`src/hw/dio_pkg.sv`:
```
// Summary of operation
// - word write 0x0 loads lines 1-16
// - word write 0x2 loads lines 17-24
// - high group bits 15:8 dropped, read zero
// - words 0x0/0x2 read back latches
// - words 0x4/0x6 read pin levels
// - word 0xC holds four control bits
// - vme bytes 0x1/0x0/0x3 reach latches
// - vme bytes 0x5/0x4/0x7 read pins
// - byte control at 0xD vme, 0xC isa
// - long write 0x0 updates all 24 latches
// - long reads return latches or pins
// - long control bits sit at 19:16
// - host splits long into two words
// - nubus byte address is twice vme minus one
// - nubus bytes travel on d7..d0
// - nubus words keep vme address, d15..d0
// - isa bytes 0x0/0x1/0x2 reach latches
// - isa bytes 0x4/0x5/0x6 read pins
// - control bit 0 enables double buffering
// - control bit 1 picks falling clock edge
// - reset sets latches to one, clears control
// - latch one floats line, zero pulls low
package dio_pkg;
  // ----------------------------------------
  // widths and reset values
  // ----------------------------------------
  localparam int DIO_LINES = 24;
  localparam int DIO_AW = 6;
  localparam int DIO_DW = 16;
  localparam logic [23:0] DIO_LATCH_RST = 24'hFF_FFFF;
  localparam logic [23:0] DIO_SENSE_RST = 24'hFF_FFFF;
  localparam logic [3:0] DIO_CTRL_RST = 4'h0;
  localparam int DIO_MASTER_LINE = 22;
  localparam int DIO_SLAVE_LINE = 23;
  // ----------------------------------------
  // word offsets, same in every map
  // ----------------------------------------
  localparam logic [3:0] DIO_OFS_LAT_LO = 4'h0;
  localparam logic [3:0] DIO_OFS_LAT_HI = 4'h2;
  localparam logic [3:0] DIO_OFS_PIN_LO = 4'h4;
  localparam logic [3:0] DIO_OFS_PIN_HI = 4'h6;
  localparam logic [3:0] DIO_OFS_CTRL = 4'hC;
  localparam logic [3:0] DIO_OFS_LONG_HALF = 4'h2;
  // ----------------------------------------
  // byte offsets; groups a=1-8, b=9-16, c=17-24
  // ----------------------------------------
  localparam logic [3:0] DIO_VB_LAT_A = 4'h1;
  localparam logic [3:0] DIO_VB_LAT_B = 4'h0;
  localparam logic [3:0] DIO_VB_LAT_C = 4'h3;
  localparam logic [3:0] DIO_VB_PIN_A = 4'h5;
  localparam logic [3:0] DIO_VB_PIN_B = 4'h4;
  localparam logic [3:0] DIO_VB_PIN_C = 4'h7;
  localparam logic [3:0] DIO_VB_CTRL = 4'hD;
  localparam logic [3:0] DIO_IB_LAT_A = 4'h0;
  localparam logic [3:0] DIO_IB_LAT_B = 4'h1;
  localparam logic [3:0] DIO_IB_LAT_C = 4'h2;
  localparam logic [3:0] DIO_IB_PIN_A = 4'h4;
  localparam logic [3:0] DIO_IB_PIN_B = 4'h5;
  localparam logic [3:0] DIO_IB_PIN_C = 4'h6;
  localparam logic [3:0] DIO_IB_CTRL = 4'hC;
  // ----------------------------------------
  // control register fields
  // ----------------------------------------
  localparam int DIO_CTL_W = 4;
  localparam int DIO_CTL_DBUF_EN = 0;
  localparam int DIO_CTL_POL = 1;
  localparam int DIO_CTL_MS_EN = 2;
  localparam int DIO_CTL_MASTER = 3;
  // ----------------------------------------
  // types and address helpers
  // ----------------------------------------
  typedef enum logic [1:0] {DIO_MAP_VME, DIO_MAP_ISA, DIO_MAP_NUBUS} dio_map_t;
  typedef enum logic [1:0] {DIO_SZ_BYTE, DIO_SZ_WORD, DIO_SZ_LONG} dio_size_t;

  // modulo arithmetic makes vme byte 0 land on 0x3F and come back as 0
  function automatic logic [5:0] dio_vme_to_nubus(input logic [3:0] a);
    dio_vme_to_nubus = 6'({2'b00, a} << 1) - 6'h01;
  endfunction

  function automatic logic [3:0] dio_nubus_to_vme(input logic [5:0] a);
    logic [5:0] s;
    s = a + 6'h01;
    dio_nubus_to_vme = s[4:1];
  endfunction
endpackage

```
`src/hw/dio_if.sv`:
```
`timescale 1ns/1ps
`default_nettype none
// ----------------------------------------
// 16-bit carrier port between host and module
// ----------------------------------------
interface dio_if;
  import dio_pkg::*;
  logic req;
  logic we;
  logic is_byte;
  logic [DIO_AW-1:0] addr;
  logic [DIO_DW-1:0] wdata;
  dio_map_t map;
  logic [DIO_DW-1:0] rdata;
  logic ack;
  modport dev (input req, input we, input is_byte, input addr, input wdata, input map,
    output rdata, output ack);
  modport host (output req, output we, output is_byte, output addr, output wdata,
    output map, input rdata, input ack);
endinterface
`default_nettype wire

```
`src/hw/dio_dev_end.sv`:
```
`timescale 1ns/1ps
`default_nettype none
module dio_dev_end
  import dio_pkg::*;
(
  input wire logic mclk,
  input wire logic reset,
  dio_if.dev bus,
  input wire logic [DIO_LINES-1:0] line_i,
  output logic [DIO_LINES-1:0] line_o,
  output logic [DIO_LINES-1:0] line_oe,
  input wire logic dbuf_clk,
  output logic [DIO_CTL_W-1:0] sync_ctrl
);
  // ----------------------------------------
  // state
  // ----------------------------------------
  logic [DIO_LINES-1:0] latch_r, latch_nxt;
  logic [DIO_LINES-1:0] drive_r, drive_nxt;
  logic [DIO_LINES-1:0] in_s1_r, in_s2_r;
  logic [DIO_LINES-1:0] sense_r;
  logic [DIO_CTL_W-1:0] ctrl_r, ctrl_nxt;
  logic clk_s1_r, clk_s2_r, src_d_r;
  logic ack_r;
  logic [DIO_DW-1:0] rdata_r;

  // decode results
  logic [2:0] lat_we;
  logic ctl_we;
  logic [DIO_LINES-1:0] wd24;
  logic [DIO_CTL_W-1:0] wctl;
  logic [DIO_DW-1:0] rd_val;
  logic [7:0] rb;
  logic [1:0] kind;
  logic [1:0] idx;

  localparam logic [1:0] K_NONE = 2'd0;
  localparam logic [1:0] K_LAT = 2'd1;
  localparam logic [1:0] K_PIN = 2'd2;
  localparam logic [1:0] K_CTL = 2'd3;

  // ----------------------------------------
  // address normalisation and lanes
  // ----------------------------------------
  wire is_byte = bus.is_byte;
  wire is_isa = bus.map == DIO_MAP_ISA;
  // nubus bytes are folded back onto the vme map; words are untouched
  wire [3:0] eff_a = (is_byte && bus.map == DIO_MAP_NUBUS) ?
    dio_nubus_to_vme(bus.addr) : bus.addr[3:0];
  wire addr_hi_zero = (is_byte && bus.map == DIO_MAP_NUBUS) || (bus.addr[5:4] == 2'b00);
  // only vme uses the upper lane, and only for even byte addresses
  wire lane_hi = is_byte && (bus.map == DIO_MAP_VME) && !eff_a[0];
  wire [7:0] bdat = lane_hi ? bus.wdata[15:8] : bus.wdata[7:0];
  wire wr = bus.req && bus.we;

  // ----------------------------------------
  // byte map: kind of target and byte group
  // ----------------------------------------
  always_comb begin
    kind = K_NONE;
    idx = 2'd0;
    if (!addr_hi_zero) begin
      kind = K_NONE;
    end else if (is_isa) begin
      if (eff_a == DIO_IB_LAT_A) begin
        kind = K_LAT;
        idx = 2'd0;
      end else if (eff_a == DIO_IB_LAT_B) begin
        kind = K_LAT;
        idx = 2'd1;
      end else if (eff_a == DIO_IB_LAT_C) begin
        kind = K_LAT;
        idx = 2'd2;
      end else if (eff_a == DIO_IB_PIN_A) begin
        kind = K_PIN;
        idx = 2'd0;
      end else if (eff_a == DIO_IB_PIN_B) begin
        kind = K_PIN;
        idx = 2'd1;
      end else if (eff_a == DIO_IB_PIN_C) begin
        kind = K_PIN;
        idx = 2'd2;
      end else if (eff_a == DIO_IB_CTRL) begin
        kind = K_CTL;
      end
    end else begin
      if (eff_a == DIO_VB_LAT_A) begin
        kind = K_LAT;
        idx = 2'd0;
      end else if (eff_a == DIO_VB_LAT_B) begin
        kind = K_LAT;
        idx = 2'd1;
      end else if (eff_a == DIO_VB_LAT_C) begin
        kind = K_LAT;
        idx = 2'd2;
      end else if (eff_a == DIO_VB_PIN_A) begin
        kind = K_PIN;
        idx = 2'd0;
      end else if (eff_a == DIO_VB_PIN_B) begin
        kind = K_PIN;
        idx = 2'd1;
      end else if (eff_a == DIO_VB_PIN_C) begin
        kind = K_PIN;
        idx = 2'd2;
      end else if (eff_a == DIO_VB_CTRL) begin
        kind = K_CTL;
      end
    end
  end

  // ----------------------------------------
  // word and byte access decode
  // ----------------------------------------
  // long words arrive as two word cycles, so the word map also covers
  // long layout: 0x0 then 0x2, and 0xC carrying bits 19:16 first
  always_comb begin
    lat_we = 3'b000;
    ctl_we = 1'b0;
    wd24 = '0;
    wctl = bus.wdata[DIO_CTL_W-1:0];
    rd_val = 16'h0000;
    rb = 8'h00;
    if (!is_byte) begin
      if (!addr_hi_zero) begin
        rd_val = 16'h0000;
      end else if (eff_a == DIO_OFS_LAT_LO) begin
        lat_we = 3'b011;
        wd24 = {8'h00, bus.wdata};
        rd_val = latch_r[15:0];
      end else if (eff_a == DIO_OFS_LAT_HI) begin
        lat_we = 3'b100;
        wd24 = {bus.wdata[7:0], 16'h0000};
        rd_val = {8'h00, latch_r[23:16]};
      end else if (eff_a == DIO_OFS_PIN_LO) begin
        rd_val = sense_r[15:0];
      end else if (eff_a == DIO_OFS_PIN_HI) begin
        rd_val = {8'h00, sense_r[23:16]};
      end else if (eff_a == DIO_OFS_CTRL) begin
        ctl_we = 1'b1;
        rd_val = {12'h000, ctrl_r};
      end
    end else begin
      wctl = bdat[DIO_CTL_W-1:0];
      wd24 = {bdat, bdat, bdat};
      case (kind)
        K_LAT: begin
          lat_we[idx] = 1'b1;
          rb = latch_r[idx*8 +: 8];
        end
        K_PIN: begin
          rb = sense_r[idx*8 +: 8];
        end
        K_CTL: begin
          ctl_we = 1'b1;
          rb = {4'h0, ctrl_r};
        end
        default: begin
          rb = 8'h00;
        end
      endcase
      rd_val = lane_hi ? {rb, 8'h00} : {8'h00, rb};
    end
  end

  // ----------------------------------------
  // next latch and control values
  // ----------------------------------------
  // reads never touch state, so read-modify-write stays exact
  always_comb begin
    latch_nxt = latch_r;
    ctrl_nxt = ctrl_r;
    for (int k = 0; k < 3; k++) begin
      if (wr && lat_we[k]) begin
        latch_nxt[k*8 +: 8] = wd24[k*8 +: 8];
      end
    end
    if (wr && ctl_we) begin
      ctrl_nxt = wctl;
    end
  end

  // ----------------------------------------
  // double buffer clock
  // ----------------------------------------
  // pin clock of at most 1 MHz is oversampled, so an edge is never missed
  wire ms_en = ctrl_r[DIO_CTL_MS_EN];
  wire src_clk = ms_en ? in_s2_r[DIO_SLAVE_LINE] : clk_s2_r;
  wire db_edge = ctrl_r[DIO_CTL_POL] ? (src_d_r && !src_clk) :
    (!src_d_r && src_clk);
  wire db_en = ctrl_r[DIO_CTL_DBUF_EN];
  wire take = !db_en || db_edge;

  // drive low wherever the latch holds zero; master re-drives the clock
  always_comb begin
    drive_nxt = take ? ~latch_r : drive_r;
    if (ms_en && ctrl_r[DIO_CTL_MASTER]) begin
      drive_nxt[DIO_MASTER_LINE] = !clk_s2_r;
    end
  end

  // ----------------------------------------
  // registers
  // ----------------------------------------
  // pins and the external clock cross into mclk through two flops
  always_ff @(posedge mclk) begin
    in_s1_r <= line_i;
    in_s2_r <= in_s1_r;
    clk_s1_r <= dbuf_clk;
    clk_s2_r <= clk_s1_r;
    src_d_r <= src_clk;
  end

  always_ff @(posedge mclk) begin
    if (reset) begin
      latch_r <= DIO_LATCH_RST;
      ctrl_r <= DIO_CTRL_RST;
      drive_r <= '0;
      sense_r <= DIO_SENSE_RST;
    end else begin
      latch_r <= latch_nxt;
      ctrl_r <= ctrl_nxt;
      drive_r <= drive_nxt;
      if (take) begin
        sense_r <= in_s2_r;
      end
    end
  end

  // one-cycle answer to every request, mapped or not
  always_ff @(posedge mclk) begin
    if (reset) begin
      ack_r <= 1'b0;
      rdata_r <= 16'h0000;
    end else begin
      ack_r <= bus.req;
      rdata_r <= (bus.req && !bus.we) ? rd_val : 16'h0000;
    end
  end

  // open-collector pins: value is always low, enable does the work
  assign line_o = '0;
  assign line_oe = drive_r;
  assign sync_ctrl = ctrl_r;
  assign bus.ack = ack_r;
  assign bus.rdata = rdata_r;
endmodule
`default_nettype wire

```
`src/flat_wrapper.sv`:
```
// flat-port wrapper written by rule: the top's interface ports become plain ports
module dio_dev_end_flat import dio_pkg::*;
  (mclk, reset, line_i, line_o, line_oe, dbuf_clk, sync_ctrl, bus_req, bus_we, bus_is_byte, bus_addr, bus_wdata, bus_map, bus_rdata, bus_ack);
  dio_if bus_i ();
  input wire logic mclk;
  input wire logic reset;
  input wire logic [DIO_LINES-1:0] line_i;
  output logic [DIO_LINES-1:0] line_o;
  output logic [DIO_LINES-1:0] line_oe;
  input wire logic dbuf_clk;
  output logic [DIO_CTL_W-1:0] sync_ctrl;
  input wire logic [$bits(bus_i.req)-1:0] bus_req;
  input wire logic [$bits(bus_i.we)-1:0] bus_we;
  input wire logic [$bits(bus_i.is_byte)-1:0] bus_is_byte;
  input wire logic [$bits(bus_i.addr)-1:0] bus_addr;
  input wire logic [$bits(bus_i.wdata)-1:0] bus_wdata;
  input wire logic [$bits(bus_i.map)-1:0] bus_map;
  output wire logic [$bits(bus_i.rdata)-1:0] bus_rdata;
  output wire logic [$bits(bus_i.ack)-1:0] bus_ack;
  assign bus_i.req = bus_req;
  assign bus_i.we = bus_we;
  assign bus_i.is_byte = bus_is_byte;
  assign bus_i.addr = bus_addr;
  assign bus_i.wdata = bus_wdata;
  assign bus_i.map = bus_map;
  assign bus_rdata = bus_i.rdata;
  assign bus_ack = bus_i.ack;
  dio_dev_end u_core (.mclk(mclk), .reset(reset), .bus(bus_i), .line_i(line_i), .line_o(line_o), .line_oe(line_oe), .dbuf_clk(dbuf_clk), .sync_ctrl(sync_ctrl));
endmodule
```
`config.mk`:
```
export PLATFORM = sky130hd
export DESIGN_NAME = dio_dev_end_flat
export DESIGN_NICKNAME = d
export VERILOG_FILES = /design/src/hw/dio_pkg.sv /design/src/hw/dio_if.sv /design/src/hw/dio_dev_end.sv /design/src/flat_wrapper.sv
export SDC_FILE = /design/constraint.sdc
export NUM_CORES = 1
export LEC_CHECK = 0
export ABC_AREA = 1
export BUFFER_PORTS_ARGS = -buffer_cell sky130_fd_sc_hd__buf_2
export CAP_MARGIN = 20
export CORE_MARGIN = 2
export CORE_UTILIZATION = 35
export DETAILED_ROUTE_END_ITERATION = 8
export SYNTH_ARGS = -nofsm -noshare
export SYNTH_HDL_FRONTEND = slang
export SYNTH_SLANG_ARGS = --single-unit
```
`constraint.sdc`:
```
create_clock -name mclk -period 3.1 [get_ports mclk]
set_input_delay 0.465 -clock mclk [delete_from_list [all_inputs] [get_ports mclk]]
set_output_delay 0.465 -clock mclk [all_outputs]
set_load 0.02 [all_outputs]
```
## Word level (Yosys, flattened, before mapping)

Index checks and enable logic that the tools add are counted.

| storage, ports and cells | value |
|---|---|
| bits in registers | 144 |
| word-level logic and storage cells | 126 |

| cells by class | value |
|---|---|
| order comparisons | 2 |
| bitwise logic cells | 2 |
| shift-type cells | 2 |
| mux-type cells | 65 |
| reductions and logical operators | 26 |
| $add $sub $neg | 1 |
| equality and inequality tests | 14 |

Operators by type and width:

| cell | number |
|---|---|
| $mux 16 | 7 |
| $mux 24 | 4 |
| $mux 2 | 30 |
| $shiftx 24x6->8 | 2 |
| $not 24->24 | 1 |
| $pmux 8 s3 | 1 |
| $mux 23 | 1 |
| $eq 4x3->1 const B | 4 |
| $mux 3 | 5 |
| $logic_and 1x1->1 | 13 |
| $mux 1 | 12 |
| $mux 4 | 3 |
| $eq 4x2->1 const B | 2 |
| $eq 4x4->1 const B | 2 |
| $mux 8 | 1 |
| $eq 2x2->1 const B | 3 |
| $logic_not 1->1 | 6 |
| $add 5x1->5 const B | 1 |
| $eq 2x1->1 const B | 2 |
| $eq 4x1->1 const B | 1 |
| $logic_not 2->1 | 2 |
| $logic_not 4->1 | 1 |
| $lt 2x3->1 const B | 1 |
| $demux 1 s2 | 1 |
| 5 further kinds | 6 |

## Longest topological paths before layout

Gate-level depths: netlist (run 1).

| logic depth | value |
|---|---|
| word-level depth | 19 |
| gate-level depth with buffers | 25 |
| mapped depth without buffers | 24 |

## Least setup slack after synthesis (run 1)

Ideal clock, no wire load.

| timing path | value |
|---|---|
| kind | input port to flip-flop |
| start point | input port bus_addr[0] |
| end point | register u_core.rdata_r[7] (netlist: u_core.bus.rdata[7]) |
| cell stages on the path | 22 |
| path slack | -73 ps |
| data arrival time | 3102 ps |
| cell sequence | ha_1 nand3_1 nand2_1 nand2_1 nand2_1 nand2_2 inv_2 nand2_4 nor2_4 inv_1 nand3_1 o21ai_0 a21oi_1 inv_1 ha_1 clkbuf_1 clkbuf_1 o21ai_0 a21oi_1 nor3_1 nand2_1 a21oi_1 |

| on the way | value |
|---|---|
| word-level cells in the longest chain between the ends | 16 |
| elaborated cells on any way between the ends | 57 |
| classes of those cells | add/sub: 1; eq/ne: 12; shift: 2; mux: 39; reduce/logical: 3 |

RTL lines:

| item | line | RTL |
|---|---|---|
| start: declaration | flat_wrapper.sv:15 | `input wire logic [$bits(bus_i.addr)-1:0] bus_addr;` |
| $add 5x1->5 | dio_pkg.sv:83 | `s = a + 6'h01;` |
| $mux 4 (*) | dio_dev_end.sv:48 | `wire [3:0] eff_a = (is_byte && bus.map == DIO_MAP_NUBUS) ?` |
| parallel branches: the longest is 13 deep, another holds $shiftx 24x6->8 | n/a |  |
| $mux 16 (*) | dio_dev_end.sv:123 | `if (!is_byte) begin` |
| end signal: assignment | dio_dev_end.sv:236 | `rdata_r <= (bus.req && !bus.we) ? rd_val : 16'h0000;` |
| end: declaration | dio_dev_end.sv:25 | `logic [DIO_DW-1:0] rdata_r;` |

Mark *: on every way between the ends.
A chain may end at the register's enable or synchronous reset.

## Worst setup path in the final report (run 1)

| timing path | value |
|---|---|
| start point | input port bus_addr[0] |
| end point | register u_core.rdata_r[1] (netlist: u_core.bus.rdata[1]) |

| on the way | value |
|---|---|
| word-level cells in the longest chain between the ends | 16 |
| elaborated cells on any way between the ends | 58 |
| classes of those cells | add/sub: 1; eq/ne: 12; shift: 2; mux: 40; reduce/logical: 3 |

RTL lines:

| item | line |
|---|---|
| $add 5x1->5 | dio_pkg.sv:83 |
| $mux 4 (*) | dio_dev_end.sv:48 |
| parallel branches: the longest is 13 deep, another holds $shiftx 24x6->8 | n/a |
| $mux 16 (*) | dio_dev_end.sv:123 |

Marked as above.

==> flow_metrics.env, run 1 <==
export IMPL_yosys_area_top_type="dfxtp_1"
export IMPL_clk_pin_slew_ps=60
export IMPL_dp_hpwl_um=12900
export IMPL_synth_area_per_cell_um2=7.53
export IMPL_cts_made_buffers=17
export IMPL_hold_path_class="in -> reg"
export IMPL_pre_cts_ws_ps=-81.5
export IMPL_critPathKind="in -> reg"
export IMPL_syn_area_um2=6050
export IMPL_synth_most_common_cell="nand2_1"
export IMPL_post_cts_setup_buffers=0
export IMPL_setup_violations=0
export IMPL_path_delay_family="simple AND/OR/NAND/NOR gates"
export IMPL_syn_inst=803
export IMPL_power_density_nw_per_um2=605
export IMPL_area_growth_pct=24.4
export IMPL_seqPwrFrac_pct=43.1
export IMPL_fmax_ghz=0.364
export IMPL_async_flop_share_pct=0
export IMPL_htreeDepth=4
export IMPL_synth_distinct_cells=36
export IMPL_drt_total_wl_um=17600
export IMPL_finish_net_count=979
export IMPL_intPower_uw=3420
export IMPL_critPathMaxFanout=24
export IMPL_power_switching_uw=1130
export IMPL_ios=123
export IMPL_ys_seq_area_share_pct=47.7
export IMPL_gp_routability_congestion=0.928
export IMPL_fin_crit_ps=2740
export IMPL_fin_crit_sh_pct=88.5
export IMPL_status="finished, final reports clean"
export IMPL_cap_violations=0
export IMPL_die_y_um=135
export IMPL_wl_per_cell_um=15.2
export IMPL_r2r_end="u_core.line_oe[22]"
export IMPL_multiInputGateArea_um2=2680
export IMPL_r2r_start="u_core.sync_ctrl[2]"
export IMPL_p_comb_share_pct=9.4
export IMPL_slew_limit_headroom_pct=47.3
export IMPL_cp_arrival_ps=3060
export IMPL_switching_share_pct=24.9
export IMPL_clockBufferDepth=2
export IMPL_cts_sinks=144
export IMPL_ant_nets=0
export IMPL_fin_ws_ps=356
export IMPL_grt_pass1_vias=5038
export IMPL_leakage_uw=0.00362
export IMPL_grt_max_degree=75
export IMPL_cp_buffers_inverters=5
export IMPL_r2r_slack_ps=1300
export IMPL_synth_top_cells_by_area="dfxtp_1 (48%), nand2_1 (13%), o21ai_0 (8.0%)"
export IMPL_cts_tree="yes"
export IMPL_dieWidth_um=135
export IMPL_dieArea_um2=18300
export IMPL_end_kind="flop"
export IMPL_hold_path_depth=1
export IMPL_grt_pass1_wl_um=27500
export IMPL_synth_edff_count=0
export IMPL_ys_seq_elements=144
export IMPL_core_area_um2=17100
export IMPL_drive_above_1_share_pct=21.0
export IMPL_start_kind="primary input"
export IMPL_rsz0062_at_grt="false"
export IMPL_viasPerCell=4.79
export IMPL_regArea_um2=2880
export IMPL_hold_buffers=0
export IMPL_worstMarginPinSlew_ps=789
export IMPL_cts_root_buf="clkbuf_16"
export IMPL_slowest_delay_ps=250
export IMPL_gr_total_overflow=0
export IMPL_worst_skew_pair_late_latency_ps=430
export IMPL_whs_endpoint="u_core.in_s1_r[23]"
export IMPL_drt_iter0_drc=400
export IMPL_antenna_cells=0
export IMPL_synth_top_cell_area_share_pct=47.7
export IMPL_dr_wl_met2_um=7730
export IMPL_fill_cells=1841
export IMPL_wl_met1_um=8430
export IMPL_io_buffers=98
export IMPL_path_cells="buf_2 > buf_4 > nand3_1 > xor2_1 > nand2_1 > nand2_2 > nand2_4 > nor2_4 > inv_1 > nand3_1 > o21ai_0 > a21oi_1 > inv_1 > ha_2 > buf_12 > nand2_1 > o21ai_0 > nand4_1 > nand2_1 > o21bai_1 > nand3_1 > a21oi_1"
export IMPL_grt_usage_pct=19.9
export IMPL_final_util_pct=44.0
export IMPL_synth_common_cells="nand2_1 (203), dfxtp_1 (144), o21ai_0 (97), nand3_1 (76), a21oi_1 (70)"
export IMPL_core_rowCount=48
export IMPL_drcViolationCount=0
export IMPL_r2r_cells=10
export IMPL_cpMaxStageDelayCell="a21oi_1"
export IMPL_ys_warnings_count=0
export IMPL_fin_tns_setup_ps=0
export IMPL_required_ps=3420
export IMPL_peakVddDrop_mv=0.447
export IMPL_skew_ps=14.3
export IMPL_drt_pass1_iter_count=5
export IMPL_synthFlopType="dfxtp_1"
export IMPL_antenna_found_initial=0
export IMPL_initial_core_util_pct=35.3
export IMPL_vias=5547
export IMPL_maxSlewViolCount=0
export IMPL_finalHoldViolations=0
export IMPL_p_clk_share_pct=47.6
export IMPL_hp_start="line_i[23]"
export IMPL_highest_layer="met4"
export IMPL_wl_met3_um=1220
## cell families (layout without fill, tap and decap cells)
logic type	after synthesis	count (layout)	synth area share, %
and+or+nand+nor	319	319	23.2
AOI/OAI and AO/OA	196	196	17.3
buffers and inverters	133	240	9.95
xor gates and xnor gates	1	1	0.145
adders and majority gates	5	5	1.03
muxes	4	4	0.662
other	1	24	0.0620
DFF	144	144	47.7
## worst register-to-register path, cell delays in order, from the launching register on
cell	delay, ps
dfxtp_1	450
inv_1	100
nand2_1	90
nand2_1	70
nand2_1	70
nand3_2	80
inv_1	500
nand2_1	100
o211ai_1	120
nand3_1	90
inv_1	70
## metrics by stage
step | instances | area (um2) | hold WS (ps) | total power, uW
floorplan | 826 | 6140 | 310 | 2270
CTS | 1158 | 7510 | 118 | 4600
global placement | 1126 | 6880 | 311 | 2420
finish | 1158 | 7520 | 137 | 4550
global route | 1158 | 7520 | 110 | 4750
detailed placement | 1126 | 6880 | 312 | 2420
## what timing repair did
action	4_1_cts	5_1_grt
gates resized for setup	0	4
hold endpoints to repair	0	0
setup endpoints to repair	0	3
## routing by layer
| layer | track usage (%) | up-vias |
|---|---|---|
| met1 | 28.1 | 2504 |
| met4 | 5.90 | 0 |
| met5 | 0 | - |
| li1 | - | 2839 |
| met3 | 4.19 | 14 |
| met2 | 30.7 | 190 |
## power groups by stage
stage / sequential (uW) / clock (uW) / combinational [uW]
floorplan: 1990 / 0 / 279
global placement: 2000 / 0 / 421
detailed placement: 2000 / 0 / 421
CTS: 1960 / 2210 / 423
global route: 1970 / 2300 / 475
finish: 1960 / 2170 / 426
## flip-flops by register name (all words and copies together), names as in the netlist
name,count
u_core.bus.rdata,16
u_core.src_d_r,1
u_core.sense_r,24
u_core.sync_ctrl,4
u_core.latch_r,24
u_core.clk_s1_r,1
u_core.clk_s2_r,1
u_core.in_s1_r,24
u_core.bus.ack,1
u_core.line_oe,24
u_core.in_s2_r,24
## cell type report
| cell class | count | area share, % |
|---|---|---|
| Sequential cell | 144 | 38.3 |
| Multi-Input combinational cell | 549 | 35.6 |
| Timing Repair Buffer | 130 | 10.0 |
| Clock buffer | 20 | 6.20 |
| Inverter | 78 | 3.89 |
| Tap cell | 225 | 3.74 |
| Clock inverter | 12 | 2.23 |
## how the worst max path moves through the flow
stage | slack, ps | cells after the start | end | startpoint
CTS | 340 | 24 | u_core.bus.rdata[2] | bus_addr[0]
detailed placement | -80 | 24 | u_core.bus.rdata[2] | bus_addr[0]
floorplan | 2 | 22 | u_core.bus.rdata[7] | bus_addr[0]
finish | 360 | 22 | u_core.bus.rdata[1] | bus_addr[0]
global placement | -120 | 24 | u_core.bus.rdata[1] | bus_addr[0]
global route | 50 | 24 | u_core.bus.rdata[3] | bus_addr[1]
## layout by cell type, fill, tap and decap left out, types with 4 or more instances in the layout
cell and count:
buf_4 30, o21bai_1 4, inv_2 9, nand2_1 203
clkinv_1 4, clkbuf_16 17, mux2i_1 4, conb_1 24
nand2_2 8, nor2_1 13, a21oi_1 68, o21ai_0 97
o21ai_1 4, dfxtp_1 144, buf_2 98, inv_1 65
nand4_1 6, inv_6 5, nand3_1 75, a22oi_1 7
o211ai_1 10
Power figures use the tool's default switching activity.
==> inputs of run 2 (changes only) <==
Settings changed: ABC_AREA 1 to 0.
==> flow_metrics.env, run 2 <==
export IMPL_cts_tree="yes"
export IMPL_synth_edff_count=0
export IMPL_antenna_cells=0
export IMPL_peakVddDrop_mv=0.387
export IMPL_viasPerCell=5.24
export IMPL_placed_area_um2=7180
export IMPL_fin_area_um2=7800
export IMPL_grt_usage_pct=20.8
export IMPL_drt_total_wl_um=19000
export IMPL_dp_hpwl_um=14300
export IMPL_r2r_slack_ps=1130
export IMPL_maxSlewViolCount=0
export IMPL_hold_path_depth=1
export IMPL_async_flop_share_pct=0
export IMPL_ant_nets=0
export IMPL_power_density_nw_per_um2=569
export IMPL_cap_violations=0
export IMPL_pre_cts_ws_ps=-289
export IMPL_fin_cells=1051
export IMPL_slew_limit_headroom_pct=38.9
export IMPL_ys_warnings_count=0
export IMPL_start_kind="primary input"
export IMPL_gr_total_overflow=0
export IMPL_synth_top_cells_by_area="dfxtp_1 (47%), nand2_1 (6.0%), mux2i_1 (5.9%)"
export IMPL_dieArea_um2=18500
export IMPL_fin_crit_ps=2970
export IMPL_required_ps=3440
export IMPL_hold_path_class="in -> reg"
export IMPL_r2r_end="u_core.line_oe[22]"
export IMPL_fin_ws_ps=133
export IMPL_final_common_cell="dfxtp_1"
export IMPL_ios=123
export IMPL_critPathKind="in -> reg"
export IMPL_die_y_um=136
export IMPL_synth_most_common_cell="dfxtp_1"
export IMPL_drcViolationCount=0
export IMPL_io_buffers=98
export IMPL_hold_buffers=0
export IMPL_ys_seq_elements=144
export IMPL_grt_max_degree=72
export IMPL_worstMarginPinSlew_ps=915
export IMPL_vias=5504
export IMPL_hp_start="line_i[18]"
export IMPL_yosys_area_top_type="dfxtp_1"
export IMPL_synthFlopType="dfxtp_1"
export IMPL_drt_pass1_iter_count=6
export IMPL_syn_area_um2=6090
export IMPL_synth_common_cells="dfxtp_1 (144), nand2_1 (98), nor2_1 (45), mux2i_1 (36)"
export IMPL_core_rowCount=48
export IMPL_status="finished, final reports clean"
export IMPL_grt_pass1_vias=5014
export IMPL_clk_pin_slew_ps=60
export IMPL_final_util_pct=45.4
export IMPL_dieWidth_um=136
export IMPL_clockBufferDepth=2
export IMPL_final_cell_mix="dfxtp_1 (144), nand2_1 (98), buf_2 (98)"
export IMPL_critPathMaxFanout=8
export IMPL_worst_skew_pair_late_latency_ps=430
export IMPL_whs_endpoint="u_core.in_s1_r[18]"
export IMPL_htreeDepth=4
export IMPL_rsz0062_at_grt="false"
export IMPL_drive_above_1_share_pct=28.0
export IMPL_leakage_uw=0.00345
export IMPL_synth_distinct_cells=66
export IMPL_gp_routability_congestion=0.986
export IMPL_end_kind="flop"
export IMPL_synth_area_per_cell_um2=9.16
export IMPL_fmax_ghz=0.337
export IMPL_finish_net_count=872
export IMPL_cts_made_buffers=17
export IMPL_placed_cells=1017
export IMPL_setup_violations=0
export IMPL_initial_core_util_pct=35.5
export IMPL_skew_ps=11.9
export IMPL_core_area_um2=17200
export IMPL_antenna_found_initial=0
export IMPL_cts_root_buf="clkbuf_16"
export IMPL_area_growth_pct=27.9
export IMPL_fin_tns_setup_ps=0
export IMPL_cp_arrival_ps=3310
export IMPL_cts_sinks=144
export IMPL_wl_per_cell_um=18.1
export IMPL_fin_crit_sh_pct=95.7
export IMPL_synth_top_cell_area_share_pct=47.3
export IMPL_grt_pass1_wl_um=28700
export IMPL_r2r_cells=7
export IMPL_r2r_start="u_core.sync_ctrl[2]"
export IMPL_finalHoldViolations=0
export IMPL_ys_seq_area_share_pct=47.3
export IMPL_syn_inst=665
export IMPL_drt_iter0_drc=458
==> run 2: cell count changes in the layout (fill, tap and decap cells not counted), sizes merged, moves of 15 or more <==
cell,delta
a21oi,-43
nor3,+19
buf,+42
a31oi,+15
nand3,-44
nand2,-114
mux2i,+32
inv,-61
a211oi,+30
nor2,+28
o21ai,-92
==> run 2: how the worst max path moves through the flow <==
stage / from / endpoint / slack (ps)
3_3_place_gp: bus_addr[0] / u_core.latch_r[20] / -260
5_1_grt: bus_addr[0] / u_core.latch_r[18] / 1
2_1_floorplan: bus_map[1] / u_core.bus.rdata[12] / -290
4_1_cts: bus_addr[0] / u_core.bus.rdata[12] / 140
3_5_place_dp: bus_addr[0] / u_core.bus.rdata[12] / -290
6_report: bus_addr[0] / u_core.latch_r[20] / 130
==> run 2: repair_timing <==
item	4_1_cts	5_1_grt
endpoints found under the hold margin	0	0
endpoints found under the setup margin	0	16
gates resized for setup	0	2
buffers inserted	0	2
==> run 2: worst max-delay path: stages <==
cell      delay, ps
buf_2           110
ha_1            210
xor2_1          180
mux2_4          270
buf_4           150
nor4_1          270
o22ai_1         120
buf_4           160
inv_1            70
ha_1            140
and2_1          200
o211ai_1        180
a211oi_2        340
buf_4           220
nor3_1           60
a31oi_1         170
==> run 2: metal layers <==
layer | vias up | track usage, % | wire [um]
li1 | 2676 | - | -
met1 | 2552 | 28.1 | 8290
met2 | 238 | 32.0 | 8610
met3 | 38 | 4.96 | 1460
met4 | 0 | 8.68 | 612
met5 | - | 0 | 0
==> run 2: final cells by class <==
class                           instances  area, um2
Clock buffer                           18        429
Fill cell                            1703       9380
Clock inverter                         14        171
Tap cell                              225        282
Sequential cell                       144       2880
Inverter                               10       37.5
Multi-Input combinational cell        468       2940
Timing Repair Buffer                  172       1060
==> run 2: metrics by stage <==
| stage | hold slack, ps | total power [uW] |
|---|---|---|
| global placement | 312 | 2380 |
| global route | 118 | 4580 |
| finish | 137 | 4430 |
| CTS | 117 | 4460 |
| floorplan | 310 | 2230 |
| detailed placement | 312 | 2380 |
==> run 2: cells by family (layout without fill, tap and decap cells) <==
group	after synthesis	after routing	synth area share (%)
adder cells (fa/ha/maj)	6	6	1.19
multiplexers	44	44	8.19
AND/OR/NAND/NOR	228	228	17.0
AO/OA/AOI/OAI	163	163	19.2
XOR/XNOR	3	3	0.431
other	1	24	0.0615
buffers and inverters	76	214	6.63
flip-flops	144	144	47.3
==> run 2: power breakdown <==
group / switching, uW / total [uW] / internal (uW)
Combinational: 239 / 404 / 165
Sequential: 34.4 / 1940 / 1910
Clock: 867 / 2090 / 1220
==> inputs of run 3 (changes only) <==
Settings changed: BUFFER_PORTS_ARGS -buffer_cell sky130_fd_sc_hd__buf_2 to -buffer_cell sky130_fd_sc_hd__buf_4.
==> flow_metrics.env, run 3 (synthesis results as in run 2) <==
export IMPL_whs_ps=142
export IMPL_power_density_nw_per_um2=545
export IMPL_core_area_um2=17200
export IMPL_antenna_found_initial=0
export IMPL_end_kind="flop"
export IMPL_finalPower_uw=4370
export IMPL_status="finished, final reports clean"
export IMPL_dp_hpwl_um=14200
export IMPL_clk_pin_slew_ps=60
export IMPL_slew_limit_headroom_pct=61.5
export IMPL_cts_tree="yes"
export IMPL_skew_ps=10.1
export IMPL_placed_area_um2=7420
export IMPL_worstMarginPinSlew_ps=573
export IMPL_fmax_ghz=0.336
export IMPL_drive_above_1_share_pct=27.7
export IMPL_antenna_cells=0
export IMPL_cp_arrival_ps=3290
export IMPL_peakVddDrop_mv=0.595
export IMPL_grt_pass1_vias=5110
export IMPL_ant_nets=0
export IMPL_rsz0062_at_grt="false"
export IMPL_gr_usage_met3_pct=4.36
export IMPL_fin_crit_ps=2980
export IMPL_cts_made_buffers=17
export IMPL_gr_total_overflow=0
export IMPL_drcViolationCount=0
export IMPL_wl_per_cell_um=17.8
export IMPL_area_growth_pct=31.4
export IMPL_grt_pass1_wl_um=28300
export IMPL_final_cell_mix="buf_4 (169), dfxtp_1 (144), nand2_1 (98)"
export IMPL_maxSlewViolCount=0
export IMPL_htreeDepth=4
export IMPL_hold_buffers=0
export IMPL_critPathMaxFanout=8
export IMPL_grt_busiest_layer="met2"
export IMPL_cap_violations=0
export IMPL_cts_root_buf="clkbuf_16"
export IMPL_cts_sinks=144
export IMPL_drt_total_wl_um=18600
export IMPL_io_buffers=98
export IMPL_drt_pass1_iter_count=6
export IMPL_grt_util_met2_pct=32.5
export IMPL_finalHoldViolations=0
export IMPL_start_kind="primary input"
export IMPL_fin_area_um2=8010
export IMPL_drt_iter0_drc=420
export IMPL_grt_max_degree=50
export IMPL_final_common_cell="buf_4"
export IMPL_core_rowCount=48
export IMPL_initial_core_util_pct=35.5
export IMPL_gp_routability_congestion=0.972
export IMPL_dieArea_um2=18500
export IMPL_setup_violations=0
export IMPL_critPathKind="in -> reg"
export IMPL_viasPerCell=5.20
export IMPL_hold_path_class="in -> reg"
export IMPL_required_ps=3410
export IMPL_dieWidth_um=136
export IMPL_leakage_uw=0.00346
export IMPL_vias=5450
export IMPL_clockBufferDepth=2
export IMPL_ios=123
export IMPL_finish_net_count=870
export IMPL_use_met1_pct=26.4
export IMPL_die_y_um=136
export IMPL_worst_skew_pair_late_latency_ps=430
export IMPL_grt_usage_pct=20.4
export IMPL_fin_crit_sh_pct=96.0
## run 3: cell count changes in the layout (fill, tap and decap cells not counted), sizes merged
cell / change
clkinv: +2
buf: -2
inv: -4
clkinvlp: +1
## run 3: area by class of cell
class	count	area, um2
Fill cell	1686	9170
Multi-Input combinational cell	468	2940
Sequential cell	144	2880
Timing Repair Buffer	170	1290
Clock buffer	18	429
Tap cell	225	282
Clock inverter	13	154
Inverter	10	37.5
## run 3: routing by layer
metal	share of wire [%]	routed length [um]
met5	0	0
met3	7.5	1390
met2	46	8570
met4	3.1	572
met1	43	8090
## run 3: what timing repair did
item,4_1_cts,5_1_grt
endpoints found under the setup margin,0,3
setup buffers,0,0
gates resized for setup,0,2
## run 3: path summary, 6_finish.rpt
| check | start | endpoint | slack (ps) | cells after the start |
|---|---|---|---|---|
| worst min register to register | u_core.in_s1_r[23] | u_core.in_s2_r[23] | 320 | 0 |
| worst max-delay path | bus_addr[0] | u_core.bus.rdata[3] | 120 | 14 |
| worst min-delay path | line_i[11] | u_core.in_s1_r[11] | 140 | 1 |
| worst max register to register | u_core.sync_ctrl[2] | u_core.line_oe[10] | 970 | 5 |
## run 3: per-stage QoR
stage / util [%] / worst slack [ps] / TNS, ps / cells
floorplan: - / -286 / -5380 / 688
global placement: 43.2 / -282 / -6180 / 1017
CTS: 46.6 / 113 / 0 / 1048
detailed placement: 43.2 / -338 / -8060 / 1017
global route: 46.6 / 40.1 / 0 / 1048
finish: 46.6 / 124 / 0 / 1048
## run 3: power breakdown
group	leakage (uW)	internal [uW]	switching [uW]
combinational	0.00199	184	238
sequential	0.00119	1910	33.3
clock	0.000284	1200	806
total	0.00346	3290	1080
## run 3: critical path: stages
cell     delay, ps
buf_4          110
ha_1           280
and4b_1        210
a31o_2         130
nor2_2          70
maj3_2         300
or3_4          330
inv_2           80
ha_4           220
buf_4          210
mux2i_1        300
inv_1           70
o311a_1        280
a211o_1        230
